`config.mk`:
```
export PLATFORM = sky130hd
export DESIGN_NAME = bpgc_gen_flat
export DESIGN_NICKNAME = d
export VERILOG_FILES = /design/src/hw/bpgc_pkg.sv /design/src/hw/bpgc_if.sv /design/src/hw/bpgc_gen.sv /design/src/flat_wrapper.sv
export SDC_FILE = /design/constraint.sdc
export NUM_CORES = 1
export LEC_CHECK = 0
export ABC_CLOCK_PERIOD_IN_PS = 4800
export BUFFER_PORTS_ARGS = -buffer_cell sky130_fd_sc_hd__buf_2
export CELL_PAD_IN_SITES_DETAIL_PLACEMENT = 1
export CELL_PAD_IN_SITES_GLOBAL_PLACEMENT = 2
export CORE_MARGIN = 4
export CORE_UTILIZATION = 21
export CTS_CLUSTER_DIAMETER = 200
export CTS_CLUSTER_SIZE = 12
export DETAILED_ROUTE_END_ITERATION = 8
export GPL_ROUTABILITY_DRIVEN = 0
export GPL_TIMING_DRIVEN = 0
export PLACE_DENSITY_LB_ADDON = 0.3
export SLEW_MARGIN = 20
export SYNTH_ARGS = -nofsm -noshare
export SYNTH_HDL_FRONTEND = slang
export SYNTH_SLANG_ARGS = --single-unit
export TNS_END_PERCENT = 20
```
`constraint.sdc`:
```
create_clock -name clk_sys_in -period 4.8 [get_ports clk_sys_in]
set_clock_uncertainty 0.15 [all_clocks]
set_input_delay 0.96 -clock clk_sys_in [delete_from_list [all_inputs] [get_ports clk_sys_in]]
set_output_delay 0.96 -clock clk_sys_in [all_outputs]
set_load 0.01 [all_outputs]
```
`src/hw/bpgc_pkg.sv`:
```
package bpgc_pkg;
  // ********************************
  // Widths
  // ********************************
  localparam int AD_W      = 32;
  localparam int CBE_W     = 4;
  // ********************************
  // Command register width and bit positions
  // ********************************
  localparam int CMD_W     = 16;
  localparam int CMD_PER   = 6;
  localparam int CMD_SERR  = 8;
  // ********************************
  // Status register bit positions
  // ********************************
  localparam int STAT_DPE  = 15;
  // ********************************
  // Timing, in clocks
  // ********************************
  localparam int PAR_LAG    = 1;
  localparam int PERR_DELAY = 2;
  // ********************************
  // Checker pipeline states
  // ********************************
  typedef enum logic [2:0] {
    BPGC_IDLE  = 3'b001,
    BPGC_ADDR  = 3'b010,
    BPGC_DATA  = 3'b100
  } bpgc_phase_t;
endpackage

```
`src/hw/bpgc_if.sv`:
```
interface bpgc_if;
  import bpgc_pkg::*;
  // Shared bus lines, resolved by the bench from the enables
  logic [AD_W-1:0]  ad;
  logic [CBE_W-1:0] cbe_n;
  logic             par;
  logic             serr_n;
  logic             perr_n;
  // Phase qualifiers seen on the bus
  logic             addr_phase;
  logic             data_xfer;
  // Generator end drives
  logic [AD_W-1:0]  gen_ad_o;
  logic             gen_ad_oe;
  logic [CBE_W-1:0] gen_cbe_o;
  logic             gen_par_o;
  logic             gen_par_oe;
  // Checker end drives
  logic             chk_serr_o;
  logic             chk_serr_oe;
  logic             chk_perr_o;
  logic             chk_perr_oe;

  modport gen_end (
    input  ad, cbe_n, par, serr_n, perr_n, addr_phase, data_xfer,
    output gen_ad_o, gen_ad_oe, gen_cbe_o, gen_par_o, gen_par_oe
  );
  modport chk_end (
    input  ad, cbe_n, par, serr_n, perr_n, addr_phase, data_xfer,
    output chk_serr_o, chk_serr_oe, chk_perr_o, chk_perr_oe
  );
endinterface

```
`src/hw/bpgc_gen.sv`:
```
// Bus agent end that drives AD, C/BE# and even parity one clock later
module bpgc_gen
  import bpgc_pkg::*;
(
  // Clock and reset
  input  wire logic             clk_sys_in,
  input  wire logic             resetn_in,
  // User side
  input  wire logic             drive_in,
  input  wire logic [AD_W-1:0]  ad_in,
  input  wire logic [CBE_W-1:0] cbe_n_in,
  output logic                  par_busy_out,
  // Bus side
  bpgc_if.gen_end               bus
);
  // ********************************
  // Address/data drive
  // ********************************
  logic [AD_W-1:0]  ad_q;
  logic [CBE_W-1:0] cbe_q;
  logic             ad_oe;
  logic             par_q;
  logic             par_oe;

  always_ff @(posedge clk_sys_in) begin
    if (!resetn_in) begin
      ad_q  <= '0;
      cbe_q <= '1;
      ad_oe <= 1'b0;
    end else begin
      ad_q  <= ad_in;
      cbe_q <= cbe_n_in;
      ad_oe <= drive_in;
    end
  end

  // ********************************
  // Parity, lagging by one clock
  // ********************************
  always_ff @(posedge clk_sys_in) begin
    if (!resetn_in) begin
      par_q  <= 1'b0;
      par_oe <= 1'b0;
    end else begin
      par_q  <= ^{ad_q, cbe_q};
      par_oe <= ad_oe;
    end
  end

  assign bus.gen_ad_o   = ad_q;
  assign bus.gen_ad_oe  = ad_oe;
  assign bus.gen_cbe_o  = cbe_q;
  assign bus.gen_par_o  = par_q;
  assign bus.gen_par_oe = par_oe;

  always_ff @(posedge clk_sys_in) begin
    if (!resetn_in) begin
      par_busy_out <= 1'b0;
    end else begin
      par_busy_out <= ad_oe;
    end
  end
endmodule

```
`src/flat_wrapper.sv`:
```
// flat-port wrapper written by rule: the top's interface ports become plain ports
module bpgc_gen_flat import bpgc_pkg::*;
  (clk_sys_in, resetn_in, drive_in, ad_in, cbe_n_in, par_busy_out, bus_ad, bus_cbe_n, bus_par, bus_serr_n, bus_perr_n, bus_addr_phase, bus_data_xfer, bus_gen_ad_o, bus_gen_ad_oe, bus_gen_cbe_o, bus_gen_par_o, bus_gen_par_oe);
  bpgc_if bus_i ();
  input  wire logic clk_sys_in;
  input  wire logic resetn_in;
  input  wire logic drive_in;
  input  wire logic [AD_W-1:0] ad_in;
  input  wire logic [CBE_W-1:0] cbe_n_in;
  output logic par_busy_out;
  input wire logic [$bits(bus_i.ad)-1:0] bus_ad;
  input wire logic [$bits(bus_i.cbe_n)-1:0] bus_cbe_n;
  input wire logic [$bits(bus_i.par)-1:0] bus_par;
  input wire logic [$bits(bus_i.serr_n)-1:0] bus_serr_n;
  input wire logic [$bits(bus_i.perr_n)-1:0] bus_perr_n;
  input wire logic [$bits(bus_i.addr_phase)-1:0] bus_addr_phase;
  input wire logic [$bits(bus_i.data_xfer)-1:0] bus_data_xfer;
  output wire logic [$bits(bus_i.gen_ad_o)-1:0] bus_gen_ad_o;
  output wire logic [$bits(bus_i.gen_ad_oe)-1:0] bus_gen_ad_oe;
  output wire logic [$bits(bus_i.gen_cbe_o)-1:0] bus_gen_cbe_o;
  output wire logic [$bits(bus_i.gen_par_o)-1:0] bus_gen_par_o;
  output wire logic [$bits(bus_i.gen_par_oe)-1:0] bus_gen_par_oe;
  assign bus_i.ad = bus_ad;
  assign bus_i.cbe_n = bus_cbe_n;
  assign bus_i.par = bus_par;
  assign bus_i.serr_n = bus_serr_n;
  assign bus_i.perr_n = bus_perr_n;
  assign bus_i.addr_phase = bus_addr_phase;
  assign bus_i.data_xfer = bus_data_xfer;
  assign bus_gen_ad_o = bus_i.gen_ad_o;
  assign bus_gen_ad_oe = bus_i.gen_ad_oe;
  assign bus_gen_cbe_o = bus_i.gen_cbe_o;
  assign bus_gen_par_o = bus_i.gen_par_o;
  assign bus_gen_par_oe = bus_i.gen_par_oe;
  bpgc_gen u_core (.clk_sys_in(clk_sys_in), .resetn_in(resetn_in), .drive_in(drive_in), .ad_in(ad_in), .cbe_n_in(cbe_n_in), .par_busy_out(par_busy_out), .bus(bus_i));
endmodule
```
==> results.yml <==
clock_tree:
  numCtsBuffers: 5
  post_cts_resized: 0
  cts_tree: "built"
  cts_hold_buf: 0
  cts.sinks: 39
  cts_root_buf: "clkbuf_8"
  cts_setup_buffers: 0
  clkTransAtPathRegs_ns: 0.07
  clk_latency_ns: 0.28
  htreeDepth: 2
  clockBufferDepth: 2
synth:
  synth_cell_type_count: 13
  synth_xor_area_share_pct: 22.85
  synth_adder_area_share_pct: 0
  synth_area_sq_um: 1380
  synthMuxAreaShare_pct: 0.7253
  synth-compound-area-share_pct: 0
  synth_area_per_cell_sq_um: 11.70
  synth_top_family_by_area: "XOR/XNOR gates"
  ys_seq_area_share_pct: 56.57
  synthSimpleGateAreaFrac_pct: 17.95
  ys_seq_elements: 39
  syn_inst: 118
  yosys_warnings: 0
  synthesis.nets: 198
floorplanning:
  dieArea_sq_um: 7933
  fp.dieH_um: 89.07
  ioPinCount: 120
  rows: 29
  coreArea_sq_um: 6350
  start_util_pct: 21.73
  die_w_um: 89.07
worst_hold_path:
  min_path_type: "reg -> reg"
  holdPathStages: 1
  min_to: "u_core.bus.gen_par_oe$_SDFF_PN0_"
  hp-start: "u_core.bus.gen_ad_oe$_SDFF_PN0_"
critical_path:
  cp-start-kind: "register"
  reg2reg_to: "u_core.bus.gen_par_o$_SDFF_PN0_"
  crit_type: "reg -> out"
  rrSetupSlack_ns: 3.03
  crit_start: "u_core.bus.gen_par_oe$_SDFF_PN0_"
  required_ns: 3.69
  reg2regPathDepth: 5
  crit_path_max_incr_delay_ns: 0.31
  slowest_stage: "dfxtp_1"
  path_cells: "buf_4 -> buf_2"
  cp.buffers_inverters: 2
  critPathTopFamily: "flip-flops"
  worstReg2RegStart: "u_core.bus.gen_ad_o[28]$_SDFF_PN0_"
  end_kind: "output port"
  path_max_fanout: 2
  arrival_ns: 0.83
sta:
  worstMarginPinSlew_ns: 0.3898
  max_slew_margin_pct: 74.02
  finalCriticalPeriod_ns: 1.943
  max_freq_ghz: 0.5147
  rsz0062_at_grt: "false"
  setup_viol: 0
  hold_viol: 0
  fin_tns_setup_ns: 0
  report.final.slew_viol_count: 0
  fin_crit_sh_pct: 40.48
  fin_hold_ws_ns: 0.3175
detailed_routing:
  num_vias: 1041
  first_pass_iters: 4
  ant_nets: 0
  via_per_inst: 3.718
  first_iter_violations: 14
  wl_per_cell_um: 11.78
  remaining_drc_errors: 0
  wirelength_mm: 3.297
placed_design:
  hpwl_mm: 2.701
  io_buffers: 77
global_route:
  grt_pass1_vias: 1082
  grtUsageTotal_pct: 8.514
  grt_max_degree: 12
  antenna_found_initial: 0
  grt_pass1_wl_mm: 5.064
  grt_overflow: 0
pwr:
  p_switching_uw: 178.6
  pwr-share-comb_pct: 20.9
  power_density_nw_per_um2: 367.8
  p_int_uw: 536.1
  swShare_pct: 24.99
  p_leak_uw: 0.0009323
  p_seq_share_pct: 49.7
  clkPwrFrac_pct: 29.4
  peakVddDrop_uv: 119.2
finish:
  layout_commonest_cell: "buf_2"
  final_cell_mix: "buf_2 (77), dfxtp_1 (39), and2_1 (34)"
  area_delta_synth_final_pct: 40.80
  final_util_pct: 30.60
  nets: 282
  num_antenna_cells: 0
  drive_gt1_share_pct: 42.36
job:
  maxCapViolCount: 0
run_status:
  outcome: "completed"
registers in the layout, indices dropped and copies added, names as in the netlist:
name and cells:
u_core.bus.gen_ad_o 32, u_core.bus.gen_cbe_o 4, u_core.bus.gen_ad_oe 1, u_core.bus.gen_par_o 1, u_core.bus.gen_par_oe 1
cells in the mapped netlist:
master / instances / area (sq um)
xnor3_1: 2 / 45.04
buf_4: 1 / 7.510
dfxtp_1: 39 / 780.8
and2_1: 34 / 212.7
inv_1: 1 / 3.750
clkbuf_1: 4 / 15.01
nand2b_1: 4 / 25.02
xnor2_2: 1 / 16.27
xor2_1: 4 / 35.03
mux2i_1: 1 / 10.01
or2_2: 1 / 6.260
xnor2_1: 25 / 219.0
nand2_1: 1 / 3.750
layer usage:
layer,global-route usage (%),wire [um]
met1,9.777,1296
met2,14.04,1605
met3,3.410,343
met4,3.654,53
met5,0,0
worst max path at each step:
stage                                            to  slack (ns)  cells after the start
CTS                                    par_busy_out        2.84                      2
global route                           par_busy_out        2.82                      2
finish                                 par_busy_out        2.86                      2
detailed placement  u_core.bus.gen_par_o$_SDFF_PN0_        2.80                      4
global placement    u_core.bus.gen_par_o$_SDFF_PN0_        2.80                      4
floorplan           u_core.bus.gen_par_o$_SDFF_PN0_        2.96                      4
cell families after synthesis:
group,Yosys count
xor+xnor,32
buf+inv,6
flops,39
mux,1
simple gates,40
layout make-up:
class	instances	area, sq um
clock inverter	1	5.005
clock buffer	7	76.32
buffer	5	22.52
sequential	39	780.7
timing repair buffer	77	385.4
tap	77	96.34
inverter	1	3.754
fill	747	4407
multi-input combinational	73	573.1
power groups by stage:
stage	logic [uW]	registers, uW	clock network [uW]
6_report	149	355	210
3_5_place_dp	154	363	0
4_1_cts	154	356	222
2_1_floorplan	92.7	373	0
3_3_place_gp	152	363	0
5_1_grt	165	358	239
stage by stage:
| step | cells | setup WS [ns] | area (sq um) | power (uW) |
|---|---|---|---|---|
| 5_1_grt | 280 | 2.821 | 1943 | 762.6 |
| 4_1_cts | 280 | 2.844 | 1943 | 732.6 |
| 6_report | 280 | 2.857 | 1943 | 714.8 |
| 3_5_place_dp | 272 | 2.797 | 1862 | 517.2 |
| 2_1_floorplan | 118 | 2.964 | 1380 | 465.9 |
| 3_3_place_gp | 272 | 2.805 | 1862 | 514.8 |
Note: power is estimated with default switching activity, not from simulation.
